### src/design/pcamc_map.vh
// Purpose: Constants for the counter array mode and PWM cycle configuration
// Assumes: 8-bit special function register bus
// Notes: Definitions only
`ifndef PCAMC_MAP_VH
`define PCAMC_MAP_VH

// Register addresses
`define PCAMC_ADDR_MODE 8'hD9
`define PCAMC_ADDR_PWM 8'hDF

// Mode register fields
`define PCAMC_MD_IDLE 7
`define PCAMC_MD_WATCHDOG_ENABLE 6
`define PCAMC_MD_LOCK 5
`define PCAMC_MD_TB_HI 3
`define PCAMC_MD_TB_LO 1
`define PCAMC_MD_OVFM 0
`define PCAMC_MD_RESET 8'h40

// PWM configuration fields
`define PCAMC_PW_RELOAD_REGISTER_SELECT 7
`define PCAMC_PW_COVM 6
`define PCAMC_PW_CYCLE_OVERFLOW_FLAG 5
`define PCAMC_PW_CL_HI 1
`define PCAMC_PW_CL_LO 0
`define PCAMC_PW_RESET 8'h00

// Timebase codes
`define PCAMC_TB_DIV12 3'h0
`define PCAMC_TB_DIV4 3'h1
`define PCAMC_TB_T0OVF 3'h2
`define PCAMC_TB_EXTIN 3'h3
`define PCAMC_TB_SYSCLK 3'h4
`define PCAMC_TB_EXTOSC 3'h5
`define PCAMC_TB_RTCOSC 3'h6

// Divider terminal counts
`define PCAMC_DIV12_LAST 4'hB
`define PCAMC_DIV4_LAST 2'h3
`define PCAMC_OSCDIV_LAST 3'h7

// Cycle lengths
`define PCAMC_CYC_BASE 5'h08
`define PCAMC_CYC_WIDE 5'h10

`endif

### src/design/pcamc_sync.v
// Purpose: Three-stage synchroniser with edge pulses for an outside input
// Assumes: Input is asynchronous to clk
// Notes: Level changes once stages two and three agree
`timescale 1ns/10ps
`default_nettype none

module pcamc_sync (
    // Clock and reset
    input wire clk,
    input wire rst,
    // Raw input
    input wire din,
    // Filtered level and edges
    output reg level_q,
    output reg rise_q,
    output reg fall_q
);

reg s1_q;
reg s2_q;
reg s3_q;

always @(posedge clk or posedge rst) begin
    if (rst) begin
        s1_q <= 1'b0;
        s2_q <= 1'b0;
        s3_q <= 1'b0;
        level_q <= 1'b0;
        rise_q <= 1'b0;
        fall_q <= 1'b0;
    end else begin
        s1_q <= din;
        s2_q <= s1_q;
        s3_q <= s2_q;
        rise_q <= 1'b0;
        fall_q <= 1'b0;
        if (s2_q == s3_q && s3_q != level_q) begin
            level_q <= s3_q;
            rise_q <= s3_q;
            fall_q <= ~s3_q;
        end
    end
end

endmodule
`default_nettype wire

### src/design/pcamc_top.v
// Purpose: Mode and PWM cycle configuration of a six-module counter array
// Assumes: Counter and module datapaths sit outside; one system clock
// Notes: Register reads answer one clock after the read strobe
// Function
// Idle suspend bit stops counting during idle
// Watchdog enable hands module 5 over; resets one
// Lock blocks watchdog disable until reset
// Watchdog enabled freezes other mode bits; the lock bit can still be set while enabled
// Mode bit 4 reads zero, ignores writes
// Timebase select chooses counter increment source
// External input falling edges counted, rate limited
// Codes 101/110 count synced oscillators divided by 8
// Counter overflow flag with mask raises request
// Reload select steers compare addresses to reload
// Reload values used only in 9-11 bit PWM
// Cycle overflow flag set at selected bit
// Cycle flag set by hardware/software, software clears
// Cycle overflow flag with mask raises request
// PWM config bits 4:2 read zero, ignore writes
// Cycle select 00/01/10 gives 8/9/10 bits
// Cycle length for non-wide PWM modules only
// Cycle select 11 gives 11 bits
// Counter wrap sets flag; software clears it
// Wide select picks 16-bit PWM cycle
`timescale 1ns/10ps
`default_nettype none
`include "pcamc_map.vh"

module pcamc_top #(
    parameter NMOD = 6
) (
    // Clock and reset
    input wire CLOCK,
    input wire RST,
    // Register bus
    input wire [7:0] SFR_ADDR,
    input wire SFR_WR,
    input wire [7:0] SFR_WDATA,
    input wire SFR_RD,
    output wire [7:0] SFR_RDATA,
    // CPU state
    input wire CPU_IDLE,
    // Timebase sources
    input wire T0_OVF,
    input wire EXT_COUNT_IN,
    input wire EXT_OSC,
    input wire RTC_OSC,
    // Counter status
    input wire [15:0] COUNT,
    input wire COUNT_STEP,
    input wire CF_CLEAR,
    // Module modes
    input wire [NMOD-1:0] MOD_PWM,
    input wire [NMOD-1:0] WIDE_PWM_SELECT,
    // Outputs to the counter array
    output wire TICK,
    output wire WATCHDOG_ENABLE,
    output wire WATCHDOG_LOCK,
    output wire RELOAD_REGISTER_SELECT,
    output wire [NMOD-1:0] RELOAD_USE,
    output wire [5*NMOD-1:0] MOD_CYCLE_BITS,
    output wire COUNTER_OVERFLOW_FLAG,
    output wire IRQ
);

// Configuration state
reg idle_suspend_q;
reg watchdog_enable_q;
reg watchdog_lock_q;
reg [2:0] timebase_select_q;
reg overflow_irq_mask_q;
reg counter_overflow_flag_q;
reg reload_register_select_q;
reg cycle_overflow_irq_mask_q;
reg cycle_overflow_flag_q;
reg [1:0] cycle_length_select_q;

// Timebase state
reg [3:0] div12_q;
reg [1:0] div4_q;
reg [2:0] extosc_cnt_q;
reg [2:0] rtcosc_cnt_q;
reg tick_q;
reg tick_d;

// Output flops
reg [7:0] rdata_q;
reg irq_q;
reg [NMOD-1:0] reload_use_q;
reg [5*NMOD-1:0] mod_cycle_q;

wire eci_fall;
wire extosc_rise;
wire rtcosc_rise;
wire wr_mode;
wire wr_pwm;
wire cycle_hit;
wire wrap_hit;
wire cf_req;
wire cov_req;
wire [4:0] cyc_len;

// Reset words of the two registers
localparam [7:0] MD_RST = `PCAMC_MD_RESET;
localparam [7:0] PW_RST = `PCAMC_PW_RESET;

// Cycle length in bits for a select code
function [4:0] cycle_bits;
    input [1:0] sel;
    begin
        cycle_bits = `PCAMC_CYC_BASE + {3'h0, sel};
    end
endfunction

// True when the counter is about to carry out of its low n bits
function carry_out;
    input [15:0] cnt;
    input [4:0] nbits;
    reg [15:0] mask;
    begin
        mask = 16'hFFFF >> (5'h10 - nbits);
        carry_out = ((cnt & mask) == mask);
    end
endfunction

// Synchronisers for outside inputs
pcamc_sync u_sync_eci (
    .clk(CLOCK),
    .rst(RST),
    .din(EXT_COUNT_IN),
    .level_q(),
    .rise_q(),
    .fall_q(eci_fall)
);

pcamc_sync u_sync_extosc (
    .clk(CLOCK),
    .rst(RST),
    .din(EXT_OSC),
    .level_q(),
    .rise_q(extosc_rise),
    .fall_q()
);

pcamc_sync u_sync_rtcosc (
    .clk(CLOCK),
    .rst(RST),
    .din(RTC_OSC),
    .level_q(),
    .rise_q(rtcosc_rise),
    .fall_q()
);

assign wr_mode = SFR_WR && (SFR_ADDR == `PCAMC_ADDR_MODE);
assign wr_pwm = SFR_WR && (SFR_ADDR == `PCAMC_ADDR_PWM);
assign cyc_len = cycle_bits(cycle_length_select_q);
assign cycle_hit = COUNT_STEP && carry_out(COUNT, cyc_len);
assign cf_req = counter_overflow_flag_q && overflow_irq_mask_q;
assign cov_req = cycle_overflow_flag_q && cycle_overflow_irq_mask_q;
assign wrap_hit = COUNT_STEP && (COUNT == 16'hFFFF);

// Mode register
always @(posedge CLOCK or posedge RST) begin
    if (RST) begin
        idle_suspend_q <= MD_RST[`PCAMC_MD_IDLE];
        watchdog_enable_q <= MD_RST[`PCAMC_MD_WATCHDOG_ENABLE];
        watchdog_lock_q <= MD_RST[`PCAMC_MD_LOCK];
        timebase_select_q <= MD_RST[`PCAMC_MD_TB_HI:`PCAMC_MD_TB_LO];
        overflow_irq_mask_q <= MD_RST[`PCAMC_MD_OVFM];
    end else if (wr_mode) begin
        if (!watchdog_lock_q) begin
            watchdog_enable_q <= SFR_WDATA[`PCAMC_MD_WATCHDOG_ENABLE] | SFR_WDATA[`PCAMC_MD_LOCK];
        end
        if (SFR_WDATA[`PCAMC_MD_LOCK]) begin
            watchdog_lock_q <= 1'b1;
        end
        if (!watchdog_enable_q) begin
            idle_suspend_q <= SFR_WDATA[`PCAMC_MD_IDLE];
            timebase_select_q <= SFR_WDATA[`PCAMC_MD_TB_HI:`PCAMC_MD_TB_LO];
            overflow_irq_mask_q <= SFR_WDATA[`PCAMC_MD_OVFM];
        end
    end
end

// PWM configuration register
always @(posedge CLOCK or posedge RST) begin
    if (RST) begin
        reload_register_select_q <= PW_RST[`PCAMC_PW_RELOAD_REGISTER_SELECT];
        cycle_overflow_irq_mask_q <= PW_RST[`PCAMC_PW_COVM];
        cycle_overflow_flag_q <= PW_RST[`PCAMC_PW_CYCLE_OVERFLOW_FLAG];
        cycle_length_select_q <= PW_RST[`PCAMC_PW_CL_HI:`PCAMC_PW_CL_LO];
    end else begin
        if (wr_pwm) begin
            reload_register_select_q <= SFR_WDATA[`PCAMC_PW_RELOAD_REGISTER_SELECT];
            cycle_overflow_irq_mask_q <= SFR_WDATA[`PCAMC_PW_COVM];
            cycle_length_select_q <= SFR_WDATA[`PCAMC_PW_CL_HI:`PCAMC_PW_CL_LO];
            cycle_overflow_flag_q <= SFR_WDATA[`PCAMC_PW_CYCLE_OVERFLOW_FLAG];
        end
        if (cycle_hit) begin
            cycle_overflow_flag_q <= 1'b1;
        end
    end
end

// Counter overflow flag, hardware set wins over clear
always @(posedge CLOCK or posedge RST) begin
    if (RST) begin
        counter_overflow_flag_q <= 1'b0;
    end else if (wrap_hit) begin
        counter_overflow_flag_q <= 1'b1;
    end else if (CF_CLEAR) begin
        counter_overflow_flag_q <= 1'b0;
    end
end

// Prescalers
always @(posedge CLOCK or posedge RST) begin
    if (RST) begin
        div12_q <= 4'h0;
        div4_q <= 2'h0;
        extosc_cnt_q <= 3'h0;
        rtcosc_cnt_q <= 3'h0;
    end else begin
        div12_q <= (div12_q == `PCAMC_DIV12_LAST) ? 4'h0 : div12_q + 4'h1;
        div4_q <= div4_q + 2'h1;
        if (extosc_rise) begin
            extosc_cnt_q <= extosc_cnt_q + 3'h1;
        end
        if (rtcosc_rise) begin
            rtcosc_cnt_q <= rtcosc_cnt_q + 3'h1;
        end
    end
end

// Timebase source selection
always @* begin
    case (timebase_select_q)
        `PCAMC_TB_DIV12: tick_d = (div12_q == `PCAMC_DIV12_LAST);
        `PCAMC_TB_DIV4: tick_d = (div4_q == `PCAMC_DIV4_LAST);
        `PCAMC_TB_T0OVF: tick_d = T0_OVF;
        `PCAMC_TB_EXTIN: tick_d = eci_fall;
        `PCAMC_TB_SYSCLK: tick_d = 1'b1;
        `PCAMC_TB_EXTOSC: tick_d = extosc_rise && (extosc_cnt_q == `PCAMC_OSCDIV_LAST);
        `PCAMC_TB_RTCOSC: tick_d = rtcosc_rise && (rtcosc_cnt_q == `PCAMC_OSCDIV_LAST);
        default: tick_d = 1'b0;
    endcase
    if (idle_suspend_q && CPU_IDLE) begin
        tick_d = 1'b0;
    end
end

// Registered outputs
always @(posedge CLOCK or posedge RST) begin
    if (RST) begin
        tick_q <= 1'b0;
        irq_q <= 1'b0;
        rdata_q <= 8'h00;
    end else begin
        tick_q <= tick_d;
        irq_q <= cf_req || cov_req;
        if (SFR_RD) begin
            case (SFR_ADDR)
                `PCAMC_ADDR_MODE: rdata_q <= {idle_suspend_q, watchdog_enable_q, watchdog_lock_q,
                    1'b0, timebase_select_q, overflow_irq_mask_q};
                `PCAMC_ADDR_PWM: rdata_q <= {reload_register_select_q, cycle_overflow_irq_mask_q,
                    cycle_overflow_flag_q, 3'h0, cycle_length_select_q};
                default: rdata_q <= 8'h00;
            endcase
        end
    end
end

// Per-module cycle length and reload use
genvar gi;
generate
    for (gi = 0; gi < NMOD; gi = gi + 1) begin : g_mod
        always @(posedge CLOCK or posedge RST) begin
            if (RST) begin
                mod_cycle_q[5*gi +: 5] <= `PCAMC_CYC_BASE;
                reload_use_q[gi] <= 1'b0;
            end else begin
                mod_cycle_q[5*gi +: 5] <= WIDE_PWM_SELECT[gi] ? `PCAMC_CYC_WIDE
                    : cyc_len;
                reload_use_q[gi] <= MOD_PWM[gi] && !WIDE_PWM_SELECT[gi]
                    && (cycle_length_select_q != 2'h0);
            end
        end
    end
endgenerate

assign SFR_RDATA = rdata_q;
assign TICK = tick_q;
assign WATCHDOG_ENABLE = watchdog_enable_q;
assign WATCHDOG_LOCK = watchdog_lock_q;
assign RELOAD_REGISTER_SELECT = reload_register_select_q;
assign RELOAD_USE = reload_use_q;
assign MOD_CYCLE_BITS = mod_cycle_q;
assign COUNTER_OVERFLOW_FLAG = counter_overflow_flag_q;
assign IRQ = irq_q;

endmodule
`default_nettype wire

### config.mk
export PLATFORM = sky130hd
export DESIGN_NAME = pcamc_top
export DESIGN_NICKNAME = d
export VERILOG_FILES = /design/src/design/pcamc_sync.v /design/src/design/pcamc_top.v
export VERILOG_INCLUDE_DIRS = /design/src /design/src/design
export SDC_FILE = /design/constraint.sdc
export NUM_CORES = 1
export LEC_CHECK = 0
export ABC_AREA = 1
export BUFFER_PORTS_ARGS = -buffer_cell sky130_fd_sc_hd__buf_2
export CORE_ASPECT_RATIO = 0.75
export CORE_MARGIN = 2
export CORE_UTILIZATION = 53
export DETAILED_ROUTE_END_ITERATION = 7
export GPL_ROUTABILITY_DRIVEN = 0
export GPL_TIMING_DRIVEN = 0
export PLACE_DENSITY = 0.84
export SLEW_MARGIN = 20
export SYNTH_ARGS = -nofsm -noshare
export SYNTH_HDL_FRONTEND = slang
export SYNTH_SLANG_ARGS = --single-unit
### constraint.sdc
create_clock -name CLOCK -period 5.6 [get_ports CLOCK]
set_clock_uncertainty 0.1 [all_clocks]
set_input_delay 1.12 -clock CLOCK [delete_from_list [all_inputs] [get_ports CLOCK]]
set_output_delay 1.12 -clock CLOCK [all_outputs]
set_load 0.05 [all_outputs]
Yosys cells after proc, flatten, opt, wreduce, memory -nomap -nowiden:

Index checks and enable logic that the tools add are counted.

* memories: 0
* memory bits (read-only): 0
* register bits after elaboration: 86
* RAM bits: 0
* output and inout bits: 50
* bits of input ports: 55
* word-level logic and storage cells: 131
* bits in latches: 0

* magnitude comparators: 0
* div/mod/pow operators: 0
* bitwise logic cells: 5
* muxes and demuxes: 17
* reductions and logical operators: 38
* multipliers: 0
* equal/unequal tests: 20
* $add $sub $neg: 6
* shift operators: 1

Operator list (number)
* 2-to-1 mux 5 bit: 6
* logical AND 1 bit: 24
* bitwise AND 16 bit: 1
* equality test 16 bit: 1
* equality test 16 bit (second input constant): 1
* equality test 8 bit (second input constant): 2
* case mux 8 bit (2 select lines): 1
* >> shifter 16 x 5 -> 16 bit (first input constant): 1
* equality test 3 bit (second input constant): 5
* 2-to-1 mux 1 bit: 8
* case mux 1 bit (7 select lines): 1
* adder 3 x 1 -> 3 bit (second input constant): 2
* equality test 3 x 2 -> 1 bit (second input constant): 2
* zero test 1 bit: 6
* AND reduction 2 bit: 3
* nonzero test 2 bit: 3
* adder 4 x 2 -> 5 bit (first input constant): 1
* subtractor 5 bit (first input constant): 1
* adder 4 x 1 -> 4 bit (second input constant): 1
* equality test 4 bit (second input constant): 1
* 2-to-1 mux 4 bit: 1
* equality test 1 bit: 3
* equality test 3 x 1 -> 1 bit (second input constant): 1
* zero test 3 bit: 1
* other kinds (6): 10

Depth between registers and ports, before layout:

* depth after elaboration: 7
* gate-level depth with buffers: 8
* mapped depth without buffers: 8

Modules after synthesis:

From an unflattened synthesis, not the netlist that was laid out.

* cell total of the unflattened synthesis: 312
* area, all modules: 3216.8 um^2

By module, submodules not included
* pcamc_top: instances 1, seq. area each 1610.3 um^2, area each 2680.1 um^2, cells an instance 273
* pcamc_sync: instances 3, seq. area each 150.1 um^2, area each 178.9 um^2, cells an instance 13

Least setup slack after synthesis:

OpenSTA, ideal clock, no wires.

* path kind: input to register
* from: input SFR_ADDR[5]
* to: register idle_suspend_q
* library setup time: 121 ps
* setup slack: 3659 ps
* data required time: 5379 ps
* arrival time: 1721 ps
* path buffers: 1
* cell stages on the path: 7
* cell sequence: inv_1 > nand2_1 > nor2_2 > clkbuf_8 > nand4_4 > nand2_1 > o21ai_1

* word-level cells in the longest chain between the ends: 3

RTL lines
* from (decl): RTL line pcamc_top.v:36 `input wire [7:0] SFR_ADDR,`
* equality test 8 bit
* logical AND 1 bit: RTL line pcamc_top.v:154 `` assign wr_mode = SFR_WR && (SFR_ADDR == `PCAMC_ADDR_MODE); ``
* AND reduction 2 bit (no source line)
* to (signal assigned): RTL line pcamc_top.v:165 `` idle_suspend_q <= MD_RST[`PCAMC_MD_IDLE]; ``
* to (signal assigned): RTL line pcamc_top.v:178 `` idle_suspend_q <= SFR_WDATA[`PCAMC_MD_IDLE]; ``
* to (decl): RTL line pcamc_top.v:67 `reg idle_suspend_q;`

No other way between the ends.
A chain may end at the register's enable or synchronous reset.

Final worst setup path:

* from: register watchdog_enable_q (netlist: WATCHDOG_ENABLE)
* to: output WATCHDOG_ENABLE

RTL lines
* from (decl): RTL line pcamc_top.v:68 `reg watchdog_enable_q;`
* from (signal assigned): RTL line pcamc_top.v:166 `` watchdog_enable_q <= MD_RST[`PCAMC_MD_WATCHDOG_ENABLE]; ``
* from (signal assigned): RTL line pcamc_top.v:172 `` watchdog_enable_q <= SFR_WDATA[`PCAMC_MD_WATCHDOG_ENABLE] | SFR_WDATA[`PCAMC_MD_LOCK]; ``
* to (decl): RTL line pcamc_top.v:57 `output wire WATCHDOG_ENABLE,`

No word-level cell between the ends.

==> out/metrics.cfg <==
[outcome]
status=finished, final reports clean

[power_and_ir_drop]
pwr-share-seq_pct=48.5
finalPower_uw=1330
p_int_uw=984
p_sw_share_pct=26.2
power_frac_comb_pct=14.1
cellPowerDensity_nw_per_um2=337
pwr-share-clk_pct=37.4
p_switching_uw=349
vdd_drop_max_v=0.000211
p_leak_uw=0.00224

[synthesis]
synth_area_um2=3080
ys_ff_latch=79
yosysWarnings=0
synth.distinct_cells=26
avgSynthCellArea_um2=10.2
syn_inst=302
yosysSeqAreaShare_pct=64.4

[detailed_routing]
drtPass1Iterations=4
initialDrtViolationCount=127
vias=2300
wl_per_cell_um=12.2
viasPerCell=4.62
ant_nets=0
drc_errors=0
drt-total-wl_um=6070

[floorplan]
fp-row-count=24
ios=105
die_x_um=92.1
die_h_um=70.1
initial_core_util_pct=54.1
dieArea_um2=6450
core_um2=5710

[setup_path]
crit_path_end_kind=primary output
crit_slowest_cell=dfstp_2
worstSetupPathType=register to primary output
cp_num_buf_inv=1
critical_path_arrival_ns=1.16
cp_max_fo=4
path_cells=buf_2
cp.required_ns=4.38
cpLargestDelayFamily=flip-flops
slowest_delay_ns=0.56
r2r_slack_ns=4.18
cp-start-kind=register

[timing]
fin_crit_sh_pct=42.5
setup_slack_ns=3.22
hold_viol=0
maxClockFrequency_ghz=0.420
worst_pin_slew_ns=0.580
slew_headroom_pct=61.2
rsz0062_at_grt=false
tns_ns=0
setup_viol=0
final_max_slew_viol_count=0
fin_crit_ns=2.38

[grt]
grt_pass1_vias=2324
grt_max_degree=63
track_usage_pct=20.3
grt_pass1_wl_um=10100
antenna_found_initial=0
grt-ovfl-total=0

[cells_and_area]
n_antenna_cell=0
synthToLayoutAreaGrowth_pct=28.2
fin_area_um2=3950
final_util_pct=69.3
fillers=461
finalNetCount=476
final_layout_size_suffix_gt1_share_pct=33.8

[clock_tree]
clockBufferDepth=2
clk_latency_ns=0.34
cts_setup_buffers=0
cts.sinks=79
cts_tree=yes
cts_root_buffer=clkbuf_8
cts_resized=0
clk_pin_slew_worst_paths_ns=0.07
h-tree-depth=3
cts_made_buffers=9
cts_hold_buf=0

[place]
post-place-ws_ns=3.38
portBuffers=95
placed_area_um2=3710
dp_hpwl_um=4580

[run]
max_cap_viol_count=0

[worst_hold_path]
min_path_type=register to register

[sequential cells by signal, indices dropped and copies added (netlist names), 2 cells and up]
signal and flops:
extosc_cnt_q 3, div4_q 2, SFR_RDATA 7, RELOAD_USE 6
cycle_length_select_q 2, timebase_select_q 3, MOD_CYCLE_BITS 24, rtcosc_cnt_q 3
div12_q 4
[cells in the mapped netlist]
| cell type | instances | area [um^2] |
|---|---|---|
| buf_4 | 7 | 52.6 |
| nand3_1 | 20 | 100 |
| o21ai_1 | 3 | 15.0 |
| nor2_2 | 1 | 6.26 |
| conb_1 | 1 | 3.75 |
| clkbuf_8 | 1 | 13.8 |
| buf_2 | 1 | 5.00 |
| dfstp_2 | 7 | 184 |
| nor2_4 | 2 | 22.5 |
| nor3b_1 | 1 | 7.51 |
| nor2_1 | 31 | 116 |
| ha_1 | 6 | 75.1 |
| nand2_1 | 73 | 274 |
| nand2_4 | 2 | 22.5 |
| o21ai_0 | 17 | 85.1 |
| inv_1 | 42 | 158 |
| nand4_4 | 1 | 21.3 |
| nor2_8 | 1 | 20.0 |
| o22ai_1 | 1 | 6.26 |
| a21oi_1 | 2 | 10.0 |
| inv_2 | 1 | 3.75 |
| xor2_1 | 2 | 17.5 |
| dfrtp_1 | 72 | 1800 |
| nand4_1 | 2 | 12.5 |
| clkinv_2 | 1 | 5.00 |
| mux2_2 | 4 | 45.0 |
[layout make-up]
| cell class | instances | area (um^2) | share of cell area [%] |
|---|---|---|---|
| flip-flops and latches | 79 | 1990 | 50.2 |
| multi-input cells | 176 | 883 | 22.3 |
| repair buffers | 96 | 503 | 12.7 |
| inverters | 44 | 169 | 4.27 |
| clock buffers | 9 | 124 | 3.13 |
| clock inverters | 7 | 120 | 3.04 |
| well taps | 78 | 97.6 | 2.47 |
| plain buffers | 9 | 71.3 | 1.80 |
[kinds of logic after synthesis]
kind of cell | Yosys count | share of synthesized area [%]
AO/OA/AOI/OAI | 23 | 3.77
adder cells (fa/ha/maj) | 6 | 2.43
AND/OR/NAND/NOR | 134 | 19.6
other | 1 | 0.122
flip-flops | 79 | 64.4
multiplexers | 4 | 1.46
buffers and inverters | 53 | 7.71
XOR/XNOR | 2 | 0.568
[placed cells by master (no fill, tap or decap), drive strengths merged]
cell type  instances
a21oi              2
buf              104
bufinv             3
clkbuf            10
clkinv             3
clkinvlp           1
conb               7
dfrtp             72
dfstp              7
ha                 6
inv               44
mux2               4
nand2             75
nand3             20
nand4              3
nor2              35
nor3b              1
o21ai             20
o22ai              1
xor2               2
[layer usage]
layer	up-vias	wire length, um	track usage [%]
met2	77	2800	31.5
met5	-	0	0
met1	1067	2670	25.9
met4	0	95	7.96
li1	1147	-	-
met3	9	506	7.98
[final timing paths]
kind,startpoint,endpoint,cells after the start
min in group asynchronous,RST,u_sync_extosc.s3_q,2
hold reg to reg,u_sync_extosc.s1_q,u_sync_extosc.s2_q,0
hold / removal,u_sync_extosc.s1_q,u_sync_extosc.s2_q,0
max in group asynchronous,RST,WATCHDOG_ENABLE,3
setup reg to reg,cycle_length_select_q[1],cycle_overflow_flag_q,5
setup / recovery,WATCHDOG_ENABLE,WATCHDOG_ENABLE,1
[through the flow]
| stage | hold slack [ns] | std cells |
|---|---|---|
| floorplan | 0.231 | 308 |
| global placement | 0.234 | 481 |
| detailed placement | 0.239 | 482 |
| CTS | 0.258 | 498 |
| global route | 0.262 | 498 |
| finish | 0.252 | 498 |
[power groups by stage]
stage / sequential, uW / combinational, uW / clock, uW
3_3_place_gp: 653 / 177 / 0
6_report: 646 / 188 / 498
2_1_floorplan: 697 / 86.1 / 0
5_1_grt: 652 / 209 / 532
4_1_cts: 647 / 192 / 509
3_5_place_dp: 658 / 191 / 0
No activity file was read; power rests on OpenSTA's default activity.
